[config.mk]
export PLATFORM = sky130hd
export DESIGN_NAME = cic_top
export DESIGN_NICKNAME = d
export VERILOG_FILES = /design/src/cic_pkg.sv /design/src/cic_top.sv /design/src/cic_port_sense.sv
export SDC_FILE = /design/constraint.sdc
export NUM_CORES = 1
export LEC_CHECK = 0
export ABC_AREA = 1
export BUFFER_PORTS_ARGS = -buffer_cell sky130_fd_sc_hd__buf_2
export CAP_MARGIN = 0
export CORE_ASPECT_RATIO = 0.7
export CORE_UTILIZATION = 40
export DETAILED_ROUTE_END_ITERATION = 7
export PLACE_DENSITY_LB_ADDON = 0.08
export SLEW_MARGIN = 10
export SYNTH_ARGS = -nofsm -noshare
export SYNTH_HDL_FRONTEND = slang
export SYNTH_SLANG_ARGS = --single-unit
[constraint.sdc]
create_clock -name sys_clk -period 1.5 [get_ports sys_clk]
set_input_delay 0.075 -clock sys_clk [delete_from_list [all_inputs] [get_ports sys_clk]]
set_output_delay 0.075 -clock sys_clk [all_outputs]
set_load 0.01 [all_outputs]
[src/cic_pkg.sv]
// constants shared by the core interrupt control block
// assumes one 40 MHz clock and a 32-bit classic wishbone register port
package cic_pkg;

  // register indices; byte address is four times the index
  localparam logic [5:0] CIC_IDX_TIMER = 6'h01;
  localparam logic [5:0] CIC_IDX_PORT_B = 6'h06;
  localparam logic [5:0] CIC_IDX_INTCTL = 6'h0b;

  // interrupt_control field positions
  localparam int CIC_BIT_GLOBAL_EN = 7;
  localparam int CIC_BIT_PERIPH_EN = 6;
  localparam int CIC_BIT_TOVF_EN = 5;
  localparam int CIC_BIT_EDGE_EN = 4;
  localparam int CIC_BIT_CHANGE_EN = 3;
  localparam int CIC_BIT_TOVF_FLAG = 2;
  localparam int CIC_BIT_EDGE_FLAG = 1;
  localparam int CIC_BIT_CHANGE_FLAG = 0;

  // values after reset, and the timer count that overflows on the next tick
  localparam logic [7:0] CIC_INTCTL_RESET = 8'h00;
  localparam logic [7:0] CIC_TIMER_RESET = 8'h00;
  localparam logic [7:0] CIC_TIMER_MAX = 8'hff;

  // system clock cycles per instruction cycle
  localparam int CIC_INSTR_DIV = 4;

  // clocks after reset before the pin history is trusted for edge detection
  localparam logic [1:0] CIC_SYNC_WARM = 2'h3;

  // port-b pin layout
  localparam int CIC_EDGE_PIN = 0;
  localparam int CIC_UPPER_LO = 4;
  localparam int CIC_UPPER_HI = 7;

endpackage : cic_pkg

[src/cic_top.sv]
// core interrupt control: enables, sticky flags and the request to the core
// assumes a classic wishbone master on sys_clk and asynchronous port-b pins
`timescale 1ns/10ps

// Functional notes
// - global enable clear blocks every request; set passes each enabled source
// - peripheral-group enable clear blocks all peripheral requests
// - timer-overflow enable gates the timer-overflow flag into the request
// - external edge sets the pin-edge flag; software clears it
// - any change on the upper four port-b pins sets the change flag
// - reading port-b data clears the change flag
// - flags set regardless of their own enable or the global enable
module cic_top
  import cic_pkg::*;
#(
  parameter int INSTR_DIV = CIC_INSTR_DIV,
  parameter bit EDGE_RISING = 1'b1
)
(
  input wire logic sys_clk,
  input wire logic nrst,
  input wire logic wb_cyc_i,
  input wire logic wb_stb_i,
  input wire logic wb_we_i,
  input wire logic [7:0] wb_adr_i,
  input wire logic [3:0] wb_sel_i,
  input wire logic [31:0] wb_dat_i,
  output logic [31:0] wb_dat_o,
  output logic wb_ack_o,
  input wire logic [7:0] port_b_pins,
  input wire logic periph_irq,
  output logic irq_to_core,
  output logic instr_tick
);

  initial
  begin
    if (INSTR_DIV < 1 || INSTR_DIV > 255)
      $error("cic_top: INSTR_DIV must lie in 1..255");
  end

  ////////////////////////////////////////////////////////////////////////////
  // decode helpers

  function automatic logic reg_hit(input logic [7:0] adr, input logic [5:0] idx);
    reg_hit = (adr[1:0] == 2'h0) && (adr[7:2] == idx);
  endfunction : reg_hit

  function automatic logic [7:0] merge_bit(input logic [7:0] val, input int pos,
                                           input logic b);
    logic [7:0] t;
    t = val;
    t[pos] = b;
    merge_bit = t;
  endfunction : merge_bit

  ////////////////////////////////////////////////////////////////////////////
  // instruction-cycle divider

  logic [7:0] div_cnt_r;
  logic tick;

  assign tick = (div_cnt_r == 8'(INSTR_DIV - 1));
  assign instr_tick = tick;

  always_ff @(posedge sys_clk)
  begin
    if (!nrst)
      div_cnt_r <= 8'h00;
    else if (tick)
      div_cnt_r <= 8'h00;
    else
      div_cnt_r <= div_cnt_r + 8'h01;
  end

  ////////////////////////////////////////////////////////////////////////////
  // pin sensing

  logic [7:0] pins_sync;
  logic upper_change;
  logic edge_event;

  cic_port_sense #(
    .WIDTH(8),
    .EDGE_RISING(EDGE_RISING)
  ) cic_port_sense_i (
    .sys_clk(sys_clk),
    .nrst(nrst),
    .pins_async(port_b_pins),
    .pins_sync(pins_sync),
    .upper_change(upper_change),
    .edge_event(edge_event)
  );

  ////////////////////////////////////////////////////////////////////////////
  // wishbone slave: ack one cycle after the request, side effects at ack edge

  logic ack_r;
  logic [31:0] rdat_r;
  logic req;
  logic commit;
  logic wr_commit;
  logic rd_commit;
  logic lane0;
  logic [7:0] timer_r;
  logic [7:0] intctl_r;

  assign req = wb_cyc_i & wb_stb_i;
  assign commit = req & ack_r;
  assign lane0 = wb_sel_i[0];
  assign wr_commit = commit & wb_we_i & lane0;
  assign rd_commit = commit & ~wb_we_i;
  assign wb_ack_o = ack_r;
  assign wb_dat_o = rdat_r;

  always_ff @(posedge sys_clk)
  begin
    if (!nrst)
      ack_r <= 1'b0;
    else
      ack_r <= req & ~ack_r;
  end

  // unmapped addresses still answer, with zero data
  always_ff @(posedge sys_clk)
  begin
    if (!nrst)
      rdat_r <= 32'h0000_0000;
    else if (req & ~ack_r & ~wb_we_i)
    begin
      if (reg_hit(wb_adr_i, CIC_IDX_INTCTL))
        rdat_r <= {24'h00_0000, intctl_r};
      else if (reg_hit(wb_adr_i, CIC_IDX_TIMER))
        rdat_r <= {24'h00_0000, timer_r};
      else if (reg_hit(wb_adr_i, CIC_IDX_PORT_B))
        rdat_r <= {24'h00_0000, pins_sync};
      else
        rdat_r <= 32'h0000_0000;
    end
  end

  ////////////////////////////////////////////////////////////////////////////
  // eight-bit timer, counts instruction cycles

  logic timer_wr;
  logic timer_ovf;

  assign timer_wr = wr_commit & reg_hit(wb_adr_i, CIC_IDX_TIMER);
  assign timer_ovf = tick & ~timer_wr & (timer_r == CIC_TIMER_MAX);

  always_ff @(posedge sys_clk)
  begin
    if (!nrst)
      timer_r <= CIC_TIMER_RESET;
    else if (timer_wr)
      timer_r <= wb_dat_i[7:0];
    else if (tick)
      timer_r <= timer_r + 8'h01;
  end

  ////////////////////////////////////////////////////////////////////////////
  // interrupt_control register; hardware sets win over any clear

  logic intctl_wr;
  logic port_read;
  logic [7:0] intctl_nxt;

  assign intctl_wr = wr_commit & reg_hit(wb_adr_i, CIC_IDX_INTCTL);
  assign port_read = rd_commit & reg_hit(wb_adr_i, CIC_IDX_PORT_B);

  always_comb
  begin
    intctl_nxt = intctl_r;
    if (intctl_wr)
      intctl_nxt = wb_dat_i[7:0];
    if (port_read)
      intctl_nxt = merge_bit(intctl_nxt, CIC_BIT_CHANGE_FLAG, 1'b0);
    // sets take no notice of any enable bit
    if (timer_ovf)
      intctl_nxt = merge_bit(intctl_nxt, CIC_BIT_TOVF_FLAG, 1'b1);
    if (edge_event)
      intctl_nxt = merge_bit(intctl_nxt, CIC_BIT_EDGE_FLAG, 1'b1);
    if (upper_change)
      intctl_nxt = merge_bit(intctl_nxt, CIC_BIT_CHANGE_FLAG, 1'b1);
  end

  always_ff @(posedge sys_clk)
  begin
    if (!nrst)
      intctl_r <= CIC_INTCTL_RESET;
    else
      intctl_r <= intctl_nxt;
  end

  ////////////////////////////////////////////////////////////////////////////
  // request to the core

  logic src_tovf;
  logic src_edge;
  logic src_change;
  logic src_periph;

  assign src_tovf = intctl_r[CIC_BIT_TOVF_EN] & intctl_r[CIC_BIT_TOVF_FLAG];
  assign src_edge = intctl_r[CIC_BIT_EDGE_EN] & intctl_r[CIC_BIT_EDGE_FLAG];
  assign src_change = intctl_r[CIC_BIT_CHANGE_EN] & intctl_r[CIC_BIT_CHANGE_FLAG];
  assign src_periph = intctl_r[CIC_BIT_PERIPH_EN] & periph_irq;

  // registered so the core sees a glitch-free level
  always_ff @(posedge sys_clk)
  begin
    if (!nrst)
      irq_to_core <= 1'b0;
    else
      irq_to_core <= intctl_r[CIC_BIT_GLOBAL_EN]
                     & (src_tovf | src_edge | src_change | src_periph);
  end

endmodule : cic_top

[src/cic_port_sense.sv]
// port-b pin synchroniser with change and edge detection
// assumes asynchronous pins and the single system clock
`timescale 1ns/10ps
module cic_port_sense
  import cic_pkg::*;
#(
  parameter int WIDTH = 8,
  parameter bit EDGE_RISING = 1'b1
)
(
  input wire logic sys_clk,
  input wire logic nrst,
  input wire logic [WIDTH-1:0] pins_async,
  output logic [WIDTH-1:0] pins_sync,
  output logic upper_change,
  output logic edge_event
);

  initial
  begin
    if (WIDTH <= CIC_UPPER_HI)
      $error("cic_port_sense: WIDTH must cover the upper port pins");
  end

  logic [WIDTH-1:0] meta_r;
  logic [WIDTH-1:0] sync_r;
  logic [WIDTH-1:0] prev_r;
  logic [1:0] warm_r;
  logic live;

  // a pin already high at release would look like an edge against the
  // cleared history, so detection waits until the history holds real levels
  always_ff @(posedge sys_clk)
  begin
    if (!nrst)
      warm_r <= 2'h0;
    else if (warm_r != CIC_SYNC_WARM)
      warm_r <= warm_r + 2'h1;
  end

  assign live = (warm_r == CIC_SYNC_WARM);

  // first stage feeds only the second stage
  always_ff @(posedge sys_clk)
  begin
    if (!nrst)
    begin
      meta_r <= '0;
      sync_r <= '0;
      prev_r <= '0;
    end
    else
    begin
      meta_r <= pins_async;
      sync_r <= meta_r;
      prev_r <= sync_r;
    end
  end

  assign pins_sync = sync_r;
  // any level change on the four upper pins
  assign upper_change = live
                        & (sync_r[CIC_UPPER_HI:CIC_UPPER_LO] != prev_r[CIC_UPPER_HI:CIC_UPPER_LO]);
  assign edge_event = live & (EDGE_RISING ? (sync_r[CIC_EDGE_PIN] & ~prev_r[CIC_EDGE_PIN])
                                          : (~sync_r[CIC_EDGE_PIN] & prev_r[CIC_EDGE_PIN]));

endmodule : cic_port_sense

==> results of run 1 <==
==> per-layer routing <==
layer	vias up	part of all wire [%]	global-route usage, %
li1	1354	-	-
met1	1062	53	25.3
met2	61	42	27.9
met3	2	4.5	7.09
met4	0	0.36	6.57
met5	-	0	0
==> critical path, cell delays in order (launching register included) <==
cell,delay (ns)
dfxtp_4,0.37
ha_4,0.13
inv_2,0.04
nor2_4,0.10
nand2_2,0.07
nor2_4,0.12
buf_6,0.11
buf_6,0.09
==> cell usage after synthesis <==
cell	number	area, sq um
nand4_1	10	62.6
a21oi_1	12	60.1
nor2_2	4	25.0
dfxtp_1	57	1140
a41oi_1	1	8.76
and3_1	1	6.26
conb_1	1	3.75
inv_1	51	191
nor2_4	2	22.5
inv_2	1	3.75
nand2_2	1	6.26
o21ai_0	9	45.0
nand2_1	84	315
nand3_4	2	35.0
clkbuf_1	3	11.3
o211ai_1	1	7.51
o21ai_1	1	5.00
nor3_1	2	10.0
xor2_1	5	43.8
nor3_4	1	16.3
nand2_4	1	11.3
nor2_1	35	131
buf_6	1	11.3
nand3_2	6	60.1
nor3b_1	1	7.51
nand3b_1	2	15.0
a21oi_2	2	17.5
ha_1	3	37.5
xnor2_1	3	26.3
buf_2	2	10.0
buf_4	25	188
nand3_1	60	300
clkinv_8	1	16.3
buf_12	1	20.0
==> layout make-up <==
type | instances | area share [%]
timing repair buffer | 73 | 13.8
clock buffer | 9 | 3.44
multi-input combinational | 273 | 38.9
inverter | 53 | 5.88
tap | 94 | 3.27
clock inverter | 7 | 2.82
sequential | 57 | 31.8
==> report_power, final <==
part / total [W] / internal [W] / switching [W]
Combinational: 0.000324 / 0.000138 / 0.000186
Sequential: 0.00160 / 0.00156 / 0.0000327
Clock: 0.00164 / 0.000948 / 0.000691
Total: 0.00356 / 0.00265 / 0.000910
==> path summary, 6_finish.rpt <==
| kind | end | from | cells after the start | slack, ns |
|---|---|---|---|---|
| max | instr_tick | div_cnt_r[1] | 7 | 0.06 |
| min | intctl_r[2] | wb_dat_i[2] | 3 | 0.06 |
| max reg2reg | timer_r[1] | div_cnt_r[1] | 11 | 0.10 |
| min reg2reg | cic_port_sense_i.pins_sync[7] | cic_port_sense_i.meta_r[7] | 2 | 0.41 |
==> registers in the layout, summed over array words and instances (netlist names) <==
signal,count
cic_port_sense_i.meta_r,8
wb_dat_o,8
cic_port_sense_i.warm_r,2
wb_ack_o,1
cic_port_sense_i.prev_r,5
cic_port_sense_i.pins_sync,8
intctl_r,8
irq_to_core,1
timer_r,8
div_cnt_r,8
==> cell families (layout without fill, tap and decap cells) <==
kind of cell	Yosys count	count (layout)	synth area share, %
buf+inv	85	142	15.7
compound gates	26	26	5.01
fa+ha+maj	3	3	1.31
flops	57	57	39.7
xor+xnor	8	8	2.44
other cells	1	24	0.131
simple gates	212	212	35.7
==> stage by stage <==
step,util [%],hold slack (ns),area [sq um]
final,52.5,0.0571,3600
after global routing,52.5,0.0661,3600
after CTS,51.9,0.0388,3550
after detailed placement,46.1,0.261,3160
after global placement,46.1,0.255,3160
after floorplan,-,0.173,2960
==> timing repair <==
item / CTS / global route
pin swaps: 0 / 5
cloned: 0 / 0
endpoints found under the hold margin: 14 / 0
endpoints found under the setup margin: 1 / 15
resized for setup: 5 / 10
buffers inserted: 1 / 1
hold buffers: 15 / 0
==> metrics, run 1 <==
pin count of the biggest net entering global routing=20; WL/cell=~11 microns; Antenna diodes=0; status=finished clean; DRC Markers=0; final setup fails=0; Max-Cap Viols=0; PortBufs=41; fin worst setup slack=0.0571 ns; CTS tree=yes; Post-Place Setup Slack=0.0500 ns; row count=25; share of cells above drive strength 1=roughly 22%; register area share after synthesis=about two fifths; Worst Skew=0.00558 ns; RD Place Congestion=0.800; commonest non-fill, non-tap cell in the layout=nand2_1; CTS sink count=57; fin cells=between 500 and 600; syn_area_per_cell=between 7 and 8 sq um; CP Max Fanout=3; Max Clk Rate=693 MHz; Worst EP arrival=1.37 ns; RSZ-0062 raised after global routing=true; Area Overhead vs Synth=25.3%; Min-Delay Path Class=in -> reg; Pwr Total=around 0.0036 W; clock-pin slew of the registers on the worst-case setup and hold paths=0.07 ns; number of global-route vias before repair=roughly 2200; fin. max-slew vios=0; Root Driver=clkbuf_8; global-route wire length before repair=10500 microns; initial drt markers=72; most frequent cells in the layout=nand2_1 (81), nand3_1 (60), dfxtp_1 (55), inv_1 (50), buf_2 (40); Fillers=675; core area=around 0.007 sq mm; vias=2479; CP required=1.42 ns; cts bufs inserted=9; initial antenna violation count=0; crit start category=flop; register area=0.00115 sq mm; Die ar.=0.00753 sq mm; placed cell count=533; yosys warns=0; final setup TNS=0 ns; Die W=between 100 and 150 microns; Die H=roughly 73 microns; minimum clock period=1.44 ns; first drt pass iteration count=4; Synth Instances=392; period utilisation layout=96.2%; CTS Buffer Depth=2; Crit. End Element=output pin; Starting Density=41.9%; Multi-input gate area=0.00140 sq mm; vias per cell=roughly 4.4; clock latency on the worst-skew pair=about 0.34 ns; Final Hold Vio Count=0; GRT Util Overall=18.9%; distinct cell type count after synthesis=34; final wirelength=6330 microns; I/O pin cnt=93; Leakage=1.75 nW; Final nets=528; CP Class=reg -> out; Mapped Area=between 0.002 and 0.003 sq mm; PD cells=just under 1000 mW/mm^2; global route overflow=0; #FFs+latches synth=57; Max VDD drop=between 0.4 and 0.5 mV; Final ANT Viol Nets=0; DPL Wire Length=4520 microns; htree depth=3
Power figures use the tool's default switching activity.
==> inputs of run 2 (changes only) <==
--- a/config.mk
+++ b/config.mk
@@ -8,7 +8,6 @@
 export ABC_AREA = 1
 export BUFFER_PORTS_ARGS = -buffer_cell sky130_fd_sc_hd__buf_2
 export CAP_MARGIN = 0
-export CORE_ASPECT_RATIO = 0.7
 export CORE_UTILIZATION = 40
 export DETAILED_ROUTE_END_ITERATION = 7
 export PLACE_DENSITY_LB_ADDON = 0.08
==> constraint.sdc (replaced) <==
create_clock -name sys_clk -period 1.75 [get_ports sys_clk]
set_input_delay 0.0875 -clock sys_clk [delete_from_list [all_inputs] [get_ports sys_clk]]
set_output_delay 0.0875 -clock sys_clk [all_outputs]
set_load 0.01 [all_outputs]
==> run 2 against run 1 <==
  * Worst hold slack lost 0.046 ns
  * Highest routed layer unchanged
  * Routed wire length fell by 5.1%
  * Largest cell class unchanged
  * Critical path depth did not move
==> metrics, run 2 (synthesis gave the netlist of run 1 again) <==
status=finished clean; initial antenna violation count=0; Psw=0.000682 W; Starting Density=41.8%; CTS tree=yes; htree depth=3; Max-Cap Viols=0; most frequent cells in the layout=nand2_1 (84), nand3_1 (60), dfxtp_1 (56), inv_1 (51), buf_2 (41); Int Power=roughly 0.0021 W; Flop pwr share=49.6%; Min-Delay Path Class=in -> reg; Crit. End Element=output pin; commonest non-fill, non-tap cell in the layout=nand2_1; global-route wire length before repair=10300 microns; Antenna diodes=0; Worst Skew=0.00852 ns; Max Clk Rate=between 600 and 700 MHz; crit start category=flop; DPL Wire Length=4460 microns; RD Place Congestion=0.808; Final Hold Vio Count=0; core area=0.00687 sq mm; share of cells above drive strength 1=19.3%; CP required=1.66 ns; vias per cell=4.47; I/O pin cnt=93; clock network fraction of total power=between 40% and 50%; DRC Markers=0; pin count of the biggest net entering global routing=20; RR Startpoint=div_cnt_r[1]; Worst EP arrival=1.52 ns; period utilisation layout=roughly nine tenths; hold path start=wb_dat_i[7]; minimum clock period=between 1.5 and 2 ns; Multi-input gate area=0.00137 sq mm; Fillers=733; Die ar.=about 0.0075 sq mm; Comb pwr share=under 10%; final core utilization=about half; cts bufs inserted=9; Max VDD drop=0.508 mV; CP Class=reg -> out; Root Driver=clkbuf_8; Die W=86.7 microns; Final nets=513; vias=2466; number of global-route vias before repair=between 2000 and 2500; Leakage=1.67 nW; RSZ-0062 raised after global routing=false; Die H=86.7 microns; clock-pin slew of the registers on the worst-case setup and hold paths=roughly 0.07 ns; CTS Buffer Depth=2; worst setup path start=div_cnt_r[1]; WL/cell=between 10 and 15 microns; PD cells=814 mW/mm^2; Pwr Total=0.00275 W; PortBufs=41; GRT Util Overall=about 18%; fin. max-slew vios=0; flop2flop setup slack=0.29 ns; row count=30; CTS sink count=57; final setup TNS=0 ns; register area=0.00114 sq mm; final setup fails=0; initial drt markers=~140; Sw Share=24.7%; Final ANT Viol Nets=0; global route overflow=0; final wirelength=around 6000 microns; first drt pass iteration count=4; clock latency on the worst-skew pair=0.33 ns; Area Overhead vs Synth=17.7%; CP Max Fanout=9
## run 2: changes by cell type in the layout (fill, tap and decap cells not counted), moves of 2 or more
cell	delta
buf_4	-7
buf_6	-2
clkinv_2	+4
clkinvlp_4	-2
dlygate4sd3_1	-7
nand2_1	+3
nand2_2	-3
nor2_1	+2
nor2_4	-2
## run 2: power groups by stage
| stage | registers (W) | clock network [W] | logic [W] |
|---|---|---|---|
| 3_5_place_dp | 0.00139 | 0 | 0.000222 |
| 3_3_place_gp | 0.00139 | 0 | 0.000219 |
| 6_report | 0.00137 | 0.00115 | 0.000236 |
| 2_1_floorplan | 0.00139 | 0 | 0.000183 |
| 5_1_grt | 0.00137 | 0.00126 | 0.000273 |
| 4_1_cts | 0.00137 | 0.00119 | 0.000236 |
## run 2: per-stage QoR
stage | std cells | cell area [sq um] | hold WS, ns | worst slack [ns]
after floorplan | 415 | 2960 | 0.185 | 0.207
after global placement | 529 | 3110 | 0.268 | 0.282
after detailed placement | 529 | 3110 | 0.271 | 0.278
after CTS | 552 | 3370 | 0.00675 | 0.0636
after global routing | 552 | 3380 | 0.0301 | 0.00597
final | 552 | 3380 | 0.0113 | 0.141
## run 2: cell type report
class | count | area share, %
timing repair buffer | 58 | 10.5
inverter | 53 | 6.25
sequential | 57 | 33.8
clock inverter | 6 | 1.74
tap | 96 | 3.55
multi-input combinational | 273 | 40.5
clock buffer | 9 | 3.66
## run 2: layer usage
metal / wire, microns / vias up / track usage [%]
met5: 0 / - / 0
met4: 108 / 0 / 7.27
met3: 276 / 10 / 4.00
met2: 2750 / 75 / 29.9
met1: 2870 / 1062 / 22.1
li1: - / 1319 / -
## run 2: path summary, 6_finish.rpt
check | end | cells past startpoint
max reg2reg | div_cnt_r[6] | 8
min | intctl_r[7] | 3
max | instr_tick | 7
min reg2reg | cic_port_sense_i.pins_sync[2] | 2
## run 2: worst max-delay path, stage by stage, from the launching register on
cell and delay, ns:
dfxtp_1 0.35, ha_2 0.18, inv_1 0.05, nor2_1 0.11, nand2_1 0.08, nor2_2 0.13
buf_6 0.16, buf_2 0.13
## run 2: repair_timing
item,in CTS,in global routing
setup endpoints to repair,0,1
hold buffers,8,0
buffers inserted,0,0
endpoints found under the hold margin,8,0
gates resized for setup,0,3
